[src/hw/ddrim_regs.svh]
// constants for the ddr init / mode register pair: register addresses, field positions and codes, timing counts
// assumes a 100 MHz system clock shared by both ends
`ifndef DDRIM_REGS_SVH
`define DDRIM_REGS_SVH
`define DDRIM_CLK_MHZ          100
`define DDRIM_STABLE_US        200
`define DDRIM_STABLE_CYC       (`DDRIM_STABLE_US * `DDRIM_CLK_MHZ)
`define DDRIM_DLL_LOCK_CYC     200
`define DDRIM_MODEW_GAP_CYC    2
// power-up mode: burst of 4, sequential, latency code 2; a legal code so nothing reads as reserved
`define DDRIM_MODE_RESET       12'h022
`define DDRIM_REFRESH_CNT      2
`define DDRIM_AP_BIT           10
`define DDRIM_BL_LSB           0
`define DDRIM_BT_BIT           3
`define DDRIM_CL_LSB           4
`define DDRIM_TM_BIT           7
`define DDRIM_DLLRST_BIT       8
`define DDRIM_BL2              3'h1
`define DDRIM_BL4              3'h2
`define DDRIM_BL8              3'h3
`define DDRIM_CL2              3'h2
`define DDRIM_CL25             3'h6
`define DDRIM_ADR_MODE         4'h0
`define DDRIM_ADR_STATUS       4'h4
`define DDRIM_ADR_CMD          4'h8
`endif

[src/hw/ddrim_pkg.sv]
// types shared by both ends of the ddr init / mode register pair
package ddrim_pkg;
    // command code {ras_n, cas_n, we_n}
    typedef enum logic [2:0] {
        DDRIM_CMD_MODEW = 3'h0,
        DDRIM_CMD_REF = 3'h1,
        DDRIM_CMD_PRE = 3'h2,
        DDRIM_CMD_ACT = 3'h3,
        DDRIM_CMD_WR  = 3'h4,
        DDRIM_CMD_RD  = 3'h5,
        DDRIM_CMD_BST = 3'h6,
        DDRIM_CMD_NOP = 3'h7
    } ddrim_cmd_e;
    typedef enum logic [3:0] {
        DDRIM_S_PWR   = 4'h0,
        DDRIM_S_NOP   = 4'h1,
        DDRIM_S_PRE1  = 4'h2,
        DDRIM_S_EMRS  = 4'h3,
        DDRIM_S_MODEW1 = 4'h4,
        DDRIM_S_PRE2  = 4'h5,
        DDRIM_S_REF   = 4'h6,
        DDRIM_S_MODEW2 = 4'h7,
        DDRIM_S_LOCK  = 4'h8,
        DDRIM_S_READY = 4'h9,
        DDRIM_S_USER  = 4'hA,
        DDRIM_S_WAIT  = 4'hB
    } ddrim_state_e;
endpackage

[src/hw/ddrim_if.sv]
// command/address link between controller and memory device
// assumes both ends run on the same clock
`timescale 1ns/1ps
interface ddrim_if;
    logic        cke;
    logic        cs_n;
    logic        ras_n;
    logic        cas_n;
    logic        we_n;
    logic        bank_select_bit0;
    logic        bank_select_bit1;
    logic [11:0] addr;
    modport ctrl (output cke, cs_n, ras_n, cas_n, we_n, bank_select_bit0, bank_select_bit1, addr);
    modport mem  (input  cke, cs_n, ras_n, cas_n, we_n, bank_select_bit0, bank_select_bit1, addr);
endinterface

[src/hw/ddrim_ctrl.sv]
// controller end: power-up sequence and software mode writes over classic wishbone
// assumes the memory is idle (all banks precharged) whenever software asks for a mode write
`timescale 1ns/1ps
`include "ddrim_regs.svh"
module ddrim_ctrl #(
    parameter int STABLE_CYC = `DDRIM_STABLE_CYC
) (
    input  wire logic        clk_sys,
    input  wire logic        srst,
    ddrim_if.ctrl            link,
    input  wire logic        wb_cyc_i,
    input  wire logic        wb_stb_i,
    input  wire logic        wb_we_i,
    input  wire logic [3:0]  wb_adr_i,
    input  wire logic [31:0] wb_dat_i,
    input  wire logic [3:0]  wb_sel_i,
    output logic      [31:0] wb_dat_o,
    output logic             wb_ack_o
);
    typedef struct packed {
        ddrim_pkg::ddrim_state_e state;
        logic [31:0] cnt;
        logic [1:0]  refs;
        logic [11:0] mode;
        logic        cke;
        logic [2:0]  cmd;
        logic        bank_sel0;
        logic [11:0] addr;
        logic        ack;
        logic [31:0] rdat;
    } ddrim_ctrl_s;

    ddrim_ctrl_s st_q;
    ddrim_ctrl_s st_d;
    logic        wb_req;

    assign wb_req = wb_cyc_i && wb_stb_i && !st_q.ack;

    always_comb begin
        st_d      = st_q;
        st_d.ack  = wb_req;
        st_d.cmd  = ddrim_pkg::DDRIM_CMD_NOP;
        st_d.bank_sel0 = 1'b0;
        st_d.addr = 12'h000;
        st_d.cnt  = (st_q.cnt != 32'h0) ? st_q.cnt - 32'h1 : 32'h0;
        if (wb_req && wb_we_i && wb_adr_i == `DDRIM_ADR_MODE && wb_sel_i[0])
            st_d.mode[7:0] = wb_dat_i[7:0] & 8'h7F;
        else if (wb_req && wb_we_i && wb_adr_i == `DDRIM_ADR_MODE && wb_sel_i[1])
            st_d.mode[11:8] = wb_dat_i[11:8];
        if (wb_req && wb_adr_i == `DDRIM_ADR_MODE)
            st_d.rdat = {20'h0, st_q.mode};
        else if (wb_req && wb_adr_i == `DDRIM_ADR_STATUS)
            // ready only once the lock wait or write gap has run out; a command written earlier is dropped
            st_d.rdat = {27'h0, st_q.state == ddrim_pkg::DDRIM_S_READY && st_q.cnt == 32'h0, st_q.state};
        else
            st_d.rdat = 32'h0;
        if (st_q.cnt == 32'h0) begin
            case (st_q.state)
                ddrim_pkg::DDRIM_S_PWR: begin
                    st_d.cke   = 1'b0;
                    st_d.cnt   = STABLE_CYC;
                    st_d.state = ddrim_pkg::DDRIM_S_NOP;
                end
                ddrim_pkg::DDRIM_S_NOP: begin
                    st_d.cke   = 1'b1;
                    st_d.state = ddrim_pkg::DDRIM_S_PRE1;
                end
                ddrim_pkg::DDRIM_S_PRE1, ddrim_pkg::DDRIM_S_PRE2: begin
                    st_d.cmd   = ddrim_pkg::DDRIM_CMD_PRE;
                    st_d.addr[`DDRIM_AP_BIT] = 1'b1;
                    st_d.cnt   = 32'h1;
                    st_d.state = (st_q.state == ddrim_pkg::DDRIM_S_PRE1) ? ddrim_pkg::DDRIM_S_EMRS
                                                                         : ddrim_pkg::DDRIM_S_REF;
                end
                ddrim_pkg::DDRIM_S_EMRS: begin
                    st_d.cmd   = ddrim_pkg::DDRIM_CMD_MODEW;
                    st_d.bank_sel0 = 1'b1;
                    st_d.cnt   = `DDRIM_MODEW_GAP_CYC;
                    st_d.state = ddrim_pkg::DDRIM_S_MODEW1;
                end
                ddrim_pkg::DDRIM_S_MODEW1: begin
                    st_d.cmd   = ddrim_pkg::DDRIM_CMD_MODEW;
                    st_d.addr  = st_q.mode | (12'h1 << `DDRIM_DLLRST_BIT);
                    st_d.cnt   = `DDRIM_MODEW_GAP_CYC;
                    st_d.refs  = 2'h0;
                    st_d.state = ddrim_pkg::DDRIM_S_PRE2;
                end
                ddrim_pkg::DDRIM_S_REF: begin
                    st_d.cmd   = ddrim_pkg::DDRIM_CMD_REF;
                    st_d.cnt   = 32'h1;
                    st_d.refs  = st_q.refs + 2'h1;
                    if (st_q.refs == 2'(`DDRIM_REFRESH_CNT - 1))
                        st_d.state = ddrim_pkg::DDRIM_S_MODEW2;
                end
                ddrim_pkg::DDRIM_S_MODEW2: begin
                    st_d.cmd   = ddrim_pkg::DDRIM_CMD_MODEW;
                    st_d.addr  = st_q.mode & ~(12'h1 << `DDRIM_DLLRST_BIT);
                    st_d.cnt   = `DDRIM_DLL_LOCK_CYC;
                    st_d.state = ddrim_pkg::DDRIM_S_READY;
                end
                ddrim_pkg::DDRIM_S_READY: begin
                    if (wb_req && wb_we_i && wb_adr_i == `DDRIM_ADR_CMD && wb_dat_i[0])
                        st_d.state = ddrim_pkg::DDRIM_S_USER;
                end
                ddrim_pkg::DDRIM_S_USER: begin
                    st_d.cmd   = ddrim_pkg::DDRIM_CMD_MODEW;
                    st_d.addr  = st_q.mode;
                    st_d.cnt   = `DDRIM_MODEW_GAP_CYC;
                    st_d.state = ddrim_pkg::DDRIM_S_READY;
                end
                default: st_d.state = ddrim_pkg::DDRIM_S_PWR;
            endcase
        end
    end

    always_ff @(posedge clk_sys) begin
        if (srst) begin
            st_q       <= '0;
            st_q.cmd   <= ddrim_pkg::DDRIM_CMD_NOP;
            st_q.mode  <= `DDRIM_MODE_RESET;
            st_q.state <= ddrim_pkg::DDRIM_S_PWR;
        end else begin
            st_q <= st_d;
        end
    end

    // chip select held low from power-up; nop encoding keeps it harmless
    assign link.cke              = st_q.cke;
    assign link.cs_n             = 1'b0;
    assign link.ras_n            = st_q.cmd[2];
    assign link.cas_n            = st_q.cmd[1];
    assign link.we_n             = st_q.cmd[0];
    assign link.bank_select_bit0 = st_q.bank_sel0;
    assign link.bank_select_bit1 = 1'b0;
    assign link.addr             = st_q.addr;
    assign wb_dat_o              = st_q.rdat;
    assign wb_ack_o              = st_q.ack;
endmodule

[src/flat_wrapper.sv]
// flat-port wrapper written by rule: the top's interface ports become plain ports
module ddrim_ctrl_flat 
#(
    parameter int STABLE_CYC = `DDRIM_STABLE_CYC
)
  (clk_sys, srst, wb_cyc_i, wb_stb_i, wb_we_i, wb_adr_i, wb_dat_i, wb_sel_i, wb_dat_o, wb_ack_o, link_cke, link_cs_n, link_ras_n, link_cas_n, link_we_n, link_bank_select_bit0, link_bank_select_bit1, link_addr);
  ddrim_if link_i ();
  input  wire logic clk_sys;
  input  wire logic srst;
  input  wire logic wb_cyc_i;
  input  wire logic wb_stb_i;
  input  wire logic wb_we_i;
  input  wire logic [3:0] wb_adr_i;
  input  wire logic [31:0] wb_dat_i;
  input  wire logic [3:0] wb_sel_i;
  output logic      [31:0] wb_dat_o;
  output logic wb_ack_o;
  output wire logic [$bits(link_i.cke)-1:0] link_cke;
  output wire logic [$bits(link_i.cs_n)-1:0] link_cs_n;
  output wire logic [$bits(link_i.ras_n)-1:0] link_ras_n;
  output wire logic [$bits(link_i.cas_n)-1:0] link_cas_n;
  output wire logic [$bits(link_i.we_n)-1:0] link_we_n;
  output wire logic [$bits(link_i.bank_select_bit0)-1:0] link_bank_select_bit0;
  output wire logic [$bits(link_i.bank_select_bit1)-1:0] link_bank_select_bit1;
  output wire logic [$bits(link_i.addr)-1:0] link_addr;
  assign link_cke = link_i.cke;
  assign link_cs_n = link_i.cs_n;
  assign link_ras_n = link_i.ras_n;
  assign link_cas_n = link_i.cas_n;
  assign link_we_n = link_i.we_n;
  assign link_bank_select_bit0 = link_i.bank_select_bit0;
  assign link_bank_select_bit1 = link_i.bank_select_bit1;
  assign link_addr = link_i.addr;
  ddrim_ctrl #(.STABLE_CYC(STABLE_CYC)) u_core (.clk_sys(clk_sys), .srst(srst), .link(link_i), .wb_cyc_i(wb_cyc_i), .wb_stb_i(wb_stb_i), .wb_we_i(wb_we_i), .wb_adr_i(wb_adr_i), .wb_dat_i(wb_dat_i), .wb_sel_i(wb_sel_i), .wb_dat_o(wb_dat_o), .wb_ack_o(wb_ack_o));
endmodule
[config.mk]
export PLATFORM = sky130hd
export DESIGN_NAME = ddrim_ctrl_flat
export DESIGN_NICKNAME = d
export VERILOG_FILES = /design/src/hw/ddrim_pkg.sv /design/src/hw/ddrim_if.sv /design/src/hw/ddrim_ctrl.sv /design/src/flat_wrapper.sv
export VERILOG_INCLUDE_DIRS = /design/src /design/src/hw
export SDC_FILE = /design/constraint.sdc
export NUM_CORES = 1
export LEC_CHECK = 0
export ABC_AREA = 0
export BUFFER_PORTS_ARGS = -buffer_cell sky130_fd_sc_hd__clkbuf_2
export CAP_MARGIN = 30
export CORE_UTILIZATION = 35
export CTS_CLUSTER_SIZE = 28
export DETAILED_ROUTE_END_ITERATION = 8
export PLACE_DENSITY_LB_ADDON = 0.3
export SLEW_MARGIN = 20
export SYNTH_ARGS = -nofsm -noshare
export SYNTH_HDL_FRONTEND = slang
export SYNTH_SLANG_ARGS = --single-unit
[constraint.sdc]
create_clock -name clk_sys -period 5 [get_ports clk_sys]
set_clock_uncertainty 0.15 [all_clocks]
set_input_delay 0.25 -clock clk_sys [delete_from_list [all_inputs] [get_ports clk_sys]]
set_output_delay 0.25 -clock clk_sys [all_outputs]
set_load 0.02 [all_outputs]
* Word level (Yosys, flattened, before mapping)
Cells that the tools add are included.
Word-level totals: bits in registers 99, output and inout port bits 52, word-level logic and storage cells 79
Cells by class: add/subtract/negate cells 2, equality and inequality tests 14, mux-type cells 15, bitwise operators 3, reduce and logical (&&, ||, !) cells 31
Operators with widths (number):
- $pmux W32 S4 | 1
- $mux W34 | 1
- $logic_not A32 Y1 | 1
- $mux W32 | 1
- $pmux W4 S8 | 1
- $reduce_bool A32 Y1 | 1
- $sub A32 B1 Y32 const B | 1
- $pmux W10 S3 | 1
- $eq A4 B3 Y1 const B | 5
- $eq A4 B4 Y1 const B | 3
- $mux W12 | 1
- $reduce_or A3 Y1 | 4
- $logic_and A1 B1 Y1 | 11
- $pmux W3 S3 | 1
- $eq A4 B2 Y1 const B | 2
- $logic_not A4 Y1 | 2
- $mux W4 | 2
- $reduce_or A2 Y1 | 4
- $reduce_and A2 Y1 | 3
- $mux W5 | 1
- $eq A4 B1 Y1 const B | 1
- $pmux W1 S2 | 2
- $pmux W2 S2 | 1
- $reduce_bool A2 Y1 | 2
- other kinds (10) | 12

* Longest topological paths before layout
Gate-level depths: netlist of run 1.
depth after elaboration 7, depth in mapped cells 10, depth with buffers taken out 7

* Least setup slack after synthesis of run 1
OpenSTA, ideal clock, no wires.
kind register -> register, from reg u_core.st_q[64] (netlist name), to reg u_core.st_q[66] (netlist name), setup time 0.117 ns, arrival time 2.140 ns, slack 2.593 ns, cell stages (with the launch flop) 11, period minus slack after synthesis 2.407 ns, cell sequence dfxtp_1 > inv_1 > ha_1 > or4b_1 > buf_2 > nor4_4 > nand3_1 > nand2b_1 > clkbuf_2 > buf_2 > nor2_1
Between the ends: cells in the longest elaborated chain, start to end 4
Ends and longest elaborated chain:
- start: declaration | RTL line ddrim_ctrl.sv:33 | ddrim_ctrl_s st_q;
- start signal: assignment | RTL line ddrim_ctrl.sv:123 | st_q <= st_d;
- $sub A32 B1 Y32 or $reduce_bool A32 Y1 (tied branches) | RTL line ddrim_ctrl.sv:45 | st_d.cnt = (st_q.cnt != 32'h0) ? st_q.cnt - 32'h1 : 32'h0;
- $mux W32 | RTL line ddrim_ctrl.sv:45
- $pmux W32 S4 | RTL line ddrim_ctrl.sv:58 | case (st_q.state)
- $mux W34 * | RTL line ddrim_ctrl.sv:57 | if (st_q.cnt == 32'h0) begin
Every way passes the cells marked *; elsewhere a longest branch is shown, timed or not. A chain may end at the register's enable or synchronous reset.

* Final worst setup path of run 1
from reg u_core.st_q[64] (netlist name), to reg u_core.st_q, in the netlist u_core.link.addr[0]
Between the ends: cells in the longest elaborated chain, start to end 3
Ends and longest elaborated chain (RTL line):
- $logic_not A32 Y1 | ddrim_ctrl.sv:57
- $not A1 Y1 (no line)
- $reduce_or A2 Y1 (no line)
No other way between the ends.

==> flow_metrics.py, run 1 <==
metrics = {
    "run_status": {
        "status": "complete, no violations",
    },
    "clock_tree": {
        "cts_buffers": 9,
        "h-tree-depth": 3,
        "cts_setup_buffers": 0,
        "ctsResizeCount": 0,
        "cts_tree": "built",
        "clk_pin_slew_worst_paths_ns": 0.09,
        "clock-sinks": 77,
        "cts_hold_buf": 9,
        "cts_buffer_depth": 2,
        "cts-root-buf": "clkbuf_8",
        "clk_latency_ns": 0.36,
    },
    "die": {
        "die_w_um": 103.3,
        "coreArea_um2": 9864,
        "start_util": 0.3642,
        "num_io_pins": 97,
        "die_y_um": 103.3,
        "fp.dieArea_um2": 10670,
        "num_rows": 36,
    },
    "min_path": {
        "min-delay-start": "wb_adr_i[2]",
        "hold_path_depth": 3,
        "hold_path_end": "u_core.wb_dat_o[4]$_SDFF_PP0_",
        "hp-class": "input port to flip-flop",
    },
    "place": {
        "numPortBuffers": 49,
        "dp_hpwl_mm": 4.681,
        "gp_congestion": 0.7242,
    },
    "setup_path": {
        "reg2reg_slack_ns": 2.12,
        "critPathKind": "flip-flop to flip-flop",
        "r2r.worst_path.cells": 7,
        "end_kind": "flip-flop",
        "crit_arrival_ns": 3.03,
        "worstPathRequired_ns": 5.15,
        "crit_path_max_fanout": 14,
        "r2r-start": "u_core.st_q[64]$_SDFF_PP0_",
        "cp-start-kind": "flip-flop",
        "reg2reg_to": "u_core.link.addr[0]$_SDFF_PP0_",
    },
    "synthesis": {
        "synth_cell_types": 52,
        "synth_cells": 401,
        "yosysMostFrequentCell": "dfxtp_1",
        "synthTopCellsByArea": "dfxtp_1 (43%), buf_4 (9.6%), nor2_1 (6.1%), xor2_1 (3.7%), xnor2_1 (2.9%)",
        "syn-cell-area_um2": 3592,
        "yosysWarnings": 0,
        "synth-edff-count": 0,
        "synth_top_area_frac": 0.4291,
        "synth_top_cell_by_area": "dfxtp_1",
        "syn_area_per_cell_um2": 8.958,
        "ys_seq_elements": 77,
        "ys.flop_type": "dfxtp_1",
        "yosysSeqAreaShare": 0.4291,
        "async_reset_ff_frac": 0,
        "ys_top_cells_by_count": "dfxtp_1 (77), nor2_1 (58), buf_4 (46), clkbuf_1 (17), and2_1 (16)",
    },
    "drt": {
        "vias": 2695,
        "routedWlPerCell_um": 11.90,
        "route.detailed.drc": 0,
        "first_pass_iters": 4,
        "ant_nets": 0,
        "drt_wl_total_mm": 6.736,
        "drt-initial-drc-count": 150,
        "vias_per_cell": 4.761,
    },
    "layout": {
        "num_antenna_cells": 0,
        "multi_input_area_um2": 1678,
        "fillers": 1010,
        "nets": 475,
        "area_growth_pct": 9.997,
        "seq_area_um2": 1541,
        "drive_gt1_frac": 0.1848,
    },
    "global_routing": {
        "met2_usage": 0.2241,
        "grt_remaining_overflow": 0,
        "grt_max_degree": 35,
        "antenna_found_initial": 0,
        "grt_usage": 0.1416,
        "grt.busiest_layer": "met2",
        "grt_pass1_vias": 2441,
        "grt.met1_usage": 0.1851,
        "grt_use_met3": 0.02621,
        "grt_pass1_wl_mm": 11.58,
    },
    "sta": {
        "period_share": 0.5761,
        "timing.hold.ws_ns": 0.01793,
        "tightest_slew_ns": 0.8501,
        "slew_headroom": 0.4285,
        "grt_setup_unrepaired": "false",
        "setup_viol": 0,
        "period_needed_ns": 2.881,
        "slew_violations": 0,
        "fmax_mhz": 347.2,
        "finalSetupTns_ns": 0,
        "hold_violations": 0,
    },
    "pwr": {
        "cellLeakagePower_nw": 1.611,
        "power.density_nw_per_um2": 559.9,
        "peakVddDrop_v": 0.0002585,
    },
    "flow_run": {
        "cap_violations": 0,
    },
}
==> per-layer routing <==
layer	part of all wire	wire length (µm)	vias up
met3	0.029	192	14
met4	0.020	135	0
met1	0.48	3239	1277
met5	0	0	-
li1	-	-	1356
met2	0.47	3169	48
==> layout by cell type (no fill, tap or decap), types with 4 or more instances in the layout <==
cell,n
mux2i_1,10
nand2_1,14
conb_1,24
nand3_1,11
a22o_1,4
a211oi_1,4
xor2_1,15
xnor2_1,12
nor2_1,58
clkbuf_8,9
o21ai_0,13
dlygate4sd3_1,9
a21oi_1,11
dfxtp_1,77
or4_1,7
nor3_1,12
nand4b_1,5
inv_1,8
clkbuf_2,49
nor4_1,8
and2_1,16
==> worst max-delay path, stage by stage (launching register included) <==
cell,delay (ns)
dfxtp_1,0.34
inv_1,0.06
ha_1,0.18
or4b_1,0.64
nor3_4,0.36
nand3_2,0.33
a211oi_2,0.56
and2_1,0.20
==> logic make-up (layout without fill, tap and decap cells) <==
| family | Yosys count | count (layout) | synth area share |
|---|---|---|---|
| other | 1 | 24 | 0.001044 |
| muxes | 11 | 11 | 0.03100 |
| buffers and inverters | 75 | 84 | 0.1278 |
| and+or+nand+nor | 161 | 161 | 0.2518 |
| AOI/OAI and AO/OA | 46 | 46 | 0.08359 |
| xor gates and xnor gates | 27 | 27 | 0.06583 |
| DFF | 77 | 77 | 0.4291 |
| adders and majority gates | 3 | 3 | 0.009752 |
==> state kept, by name (all words and copies together) (netlist names) <==
name	count
u_core.link.cas_n	1
u_core.wb_dat_o	11
u_core.link.addr	11
u_core.link.we_n	1
u_core.st_q	49
u_core.link.ras_n	1
u_core.link.bank_select_bit0	1
u_core.link.cke	1
u_core.wb_ack_o	1
==> worst max-delay path by stage <==
stage / to / from / slack, ns / cells after the start
floorplan: u_core.st_q[66]$_SDFF_PP0_ / u_core.st_q[64]$_SDFF_PP0_ / 2.59 / 10
global placement: u_core.st_q[73]$_SDFF_PP0_ / u_core.st_q[64]$_SDFF_PP0_ / 1.74 / 7
detailed placement: u_core.st_q[73]$_SDFF_PP0_ / u_core.st_q[64]$_SDFF_PP0_ / 1.73 / 7
CTS: u_core.st_q[69]$_SDFF_PP0_ / u_core.st_q[64]$_SDFF_PP0_ / 1.71 / 7
global route: u_core.link.addr[0]$_SDFF_PP0_ / u_core.st_q[64]$_SDFF_PP0_ / 1.88 / 7
finish: u_core.link.addr[0]$_SDFF_PP0_ / u_core.st_q[64]$_SDFF_PP0_ / 2.12 / 7
==> metrics by stage <==
step	cells	setup slack (ns)	total power [mW]	utilization	instance area, µm²
global route	566	1.876	2.405	0.4006	3951
detailed placement	540	1.730	1.789	0.3719	3669
global placement	540	1.738	1.782	0.3719	3669
finish	566	2.119	2.213	0.4006	3951
CTS	565	1.715	2.234	0.3994	3940
floorplan	424	2.593	1.639	-	3679
==> power by group <==
group | switching [mW] | total (mW) | internal (mW)
sequential | 0.119 | 0.847 | 0.728
clock | 0.248 | 0.434 | 0.186
combinational | 0.573 | 0.931 | 0.358
total | 0.941 | 2.21 | 1.27
==> area by class of cell <==
type / instances / area share
sequential: 77 / 0.3901
multi-input combinational: 272 / 0.4246
clock buffer: 9 / 0.03135
timing repair buffer: 60 / 0.08961
clock inverter: 7 / 0.01457
tap: 133 / 0.04212
inverter: 8 / 0.007600
Power figures use the tool's default switching activity.
==> run 2, diff against run 1 <==
clock period = 2.9 ns   (was 5 ns; I/O delays follow)
==> run 2 against run 1 <==
Worst setup slack worse by 1.7 ns; non-clock buffer count up 21; die area unchanged; global-route usage up 0.22 points; combinational power up 100%; critical endpoint is now u_core.st_q[75]$_SDFF_PP0_; via count up 1.8%; cell count up 3.7%; fmax up 16%; flip-flop and latch count unchanged; worst hold slack worse by 0.0032 ns; sequential power up 69%; design area up 5.0%.
==> flow_metrics.py, run 2 (synthesized netlist as in run 1, its figures left out) <==
metrics = {
    "flow_run": {
        "cap_violations": 0,
    },
    "pwr": {
        "power_mw": 4.164,
        "cellLeakagePower_nw": 1.722,
        "peakVddDrop_v": 0.0005130,
        "power.density_nw_per_um2": 1004,
    },
    "sta": {
        "finalSetupTns_ns": 0,
        "grt_setup_unrepaired": "false",
        "slew_headroom": 0.4800,
        "period_share": 0.8553,
        "slew_violations": 0,
        "fin_ws_ns": 0.4197,
        "tightest_slew_ns": 0.7695,
        "setup_viol": 0,
        "period_needed_ns": 2.480,
        "hold_violations": 0,
        "fmax_mhz": 403.2,
    },
    "layout": {
        "seq_area_um2": 1541,
        "fillers": 973,
        "largest_reg_flops": 49,
        "area_growth_pct": 15.47,
        "multi_input_area_um2": 1678,
        "drive_gt1_frac": 0.2093,
        "fin_cells": 587,
        "layout_common_cells": "dfxtp_1 (77), nor2_1 (58), clkbuf_2 (49)",
        "num_antenna_cells": 0,
        "mostFrequentLayoutCell": "dfxtp_1",
        "nets": 496,
        "top_register": "u_core.st_q",
    },
    "setup_path": {
        "crit_path_max_fanout": 8,
        "critPathKind": "flip-flop to flip-flop",
        "crit_arrival_ns": 2.61,
        "reg2reg_slack_ns": 0.42,
        "worstPathRequired_ns": 3.03,
        "end_kind": "flip-flop",
        "cp-start-kind": "flip-flop",
    },
    "global_routing": {
        "grt_usage": 0.1439,
        "grt_pass1_wl_mm": 11.85,
        "grt_remaining_overflow": 0,
        "antenna_found_initial": 0,
        "grt_max_degree": 23,
        "grt_pass1_vias": 2515,
    },
    "clock_tree": {
        "cts-root-buf": "clkbuf_8",
        "clk_latency_ns": 0.35,
        "clk_pin_slew_worst_paths_ns": 0.08,
        "cts_tree": "built",
        "clock-sinks": 77,
        "cts_buffer_depth": 2,
        "h-tree-depth": 3,
        "cts_setup_buffers": 0,
        "ctsResizeCount": 0,
        "cts_buffers": 9,
        "cts_hold_buf": 15,
    },
    "place": {
        "gp_congestion": 0.7498,
        "dpl.cell_count": 556,
        "dpl_worst_slack_ns": 0.4094,
        "dp_hpwl_mm": 4.916,
        "numPortBuffers": 49,
    },
    "drt": {
        "first_pass_iters": 4,
        "drt_wl_total_mm": 7.183,
        "routedWlPerCell_um": 12.24,
        "vias": 2743,
        "vias_per_cell": 4.673,
        "ant_nets": 0,
        "route.detailed.drc": 0,
        "drt-initial-drc-count": 109,
    },
    "die": {
        "num_io_pins": 97,
        "die_y_um": 103.3,
        "coreArea_um2": 9864,
        "fp.dieArea_um2": 10670,
        "num_rows": 36,
        "start_util": 0.3642,
        "die_w_um": 103.3,
    },
    "min_path": {
        "hp-class": "input port to flip-flop",
    },
    "run_status": {
        "status": "complete, no violations",
    },
}
-- run 2: final cells by class --
| cell class | count | area share |
|---|---|---|
| clock buffer | 10 | 0.03318 |
| clock inverter | 6 | 0.01719 |
| inverter | 8 | 0.007240 |
| timing repair buffer | 81 | 0.1261 |
| tap | 133 | 0.04012 |
| sequential | 77 | 0.3716 |
| multi-input combinational | 272 | 0.4045 |
-- run 2: routing by layer --
layer / GRT usage / part of all wire
met4: 0.07151 / 0.020
met1: 0.1878 / 0.47
met5: 0 / 0
met3: 0.02285 / 0.026
met2: 0.2313 / 0.48
-- run 2: critical path, stage by stage, from the launching register on --
cell and delay, ns:
dfxtp_1 0.34, inv_1 0.06, ha_1 0.19, or4b_1 0.58, nor3_4 0.23, nand3_2 0.20, or4b_1 0.56, o21ai_0 0.10
-- run 2: power breakdown --
group | switching (mW) | total (mW) | internal (mW)
Sequential | 0.175 | 1.43 | 1.26
Combinational | 1.08 | 1.89 | 0.809
Clock | 0.417 | 0.844 | 0.427
-- run 2: per-stage QoR --
stage	util	instance area (µm²)	hold WS, ns
after floorplan	-	3679	0.1389
after global placement	0.3841	3789	0.2319
after detailed placement	0.3841	3789	0.2395
after CTS	0.4205	4148	0.01028
after global routing	0.4205	4148	0.02951
final	0.4205	4148	0.01474
-- run 2: worst paths after layout --
kind,startpoint,to,depth (start not counted)
worst max-delay path,u_core.st_q[64]$_SDFF_PP0_,u_core.st_q[75]$_SDFF_PP0_,7
worst min-delay path,srst,u_core.st_q[97]$_SDFFE_PP0P_,2
worst max register to register,u_core.st_q[64]$_SDFF_PP0_,u_core.st_q[75]$_SDFF_PP0_,7
worst min register to register,u_core.st_q[54]$_SDFFE_PP0P_,u_core.wb_dat_o[4]$_SDFF_PP0_,2
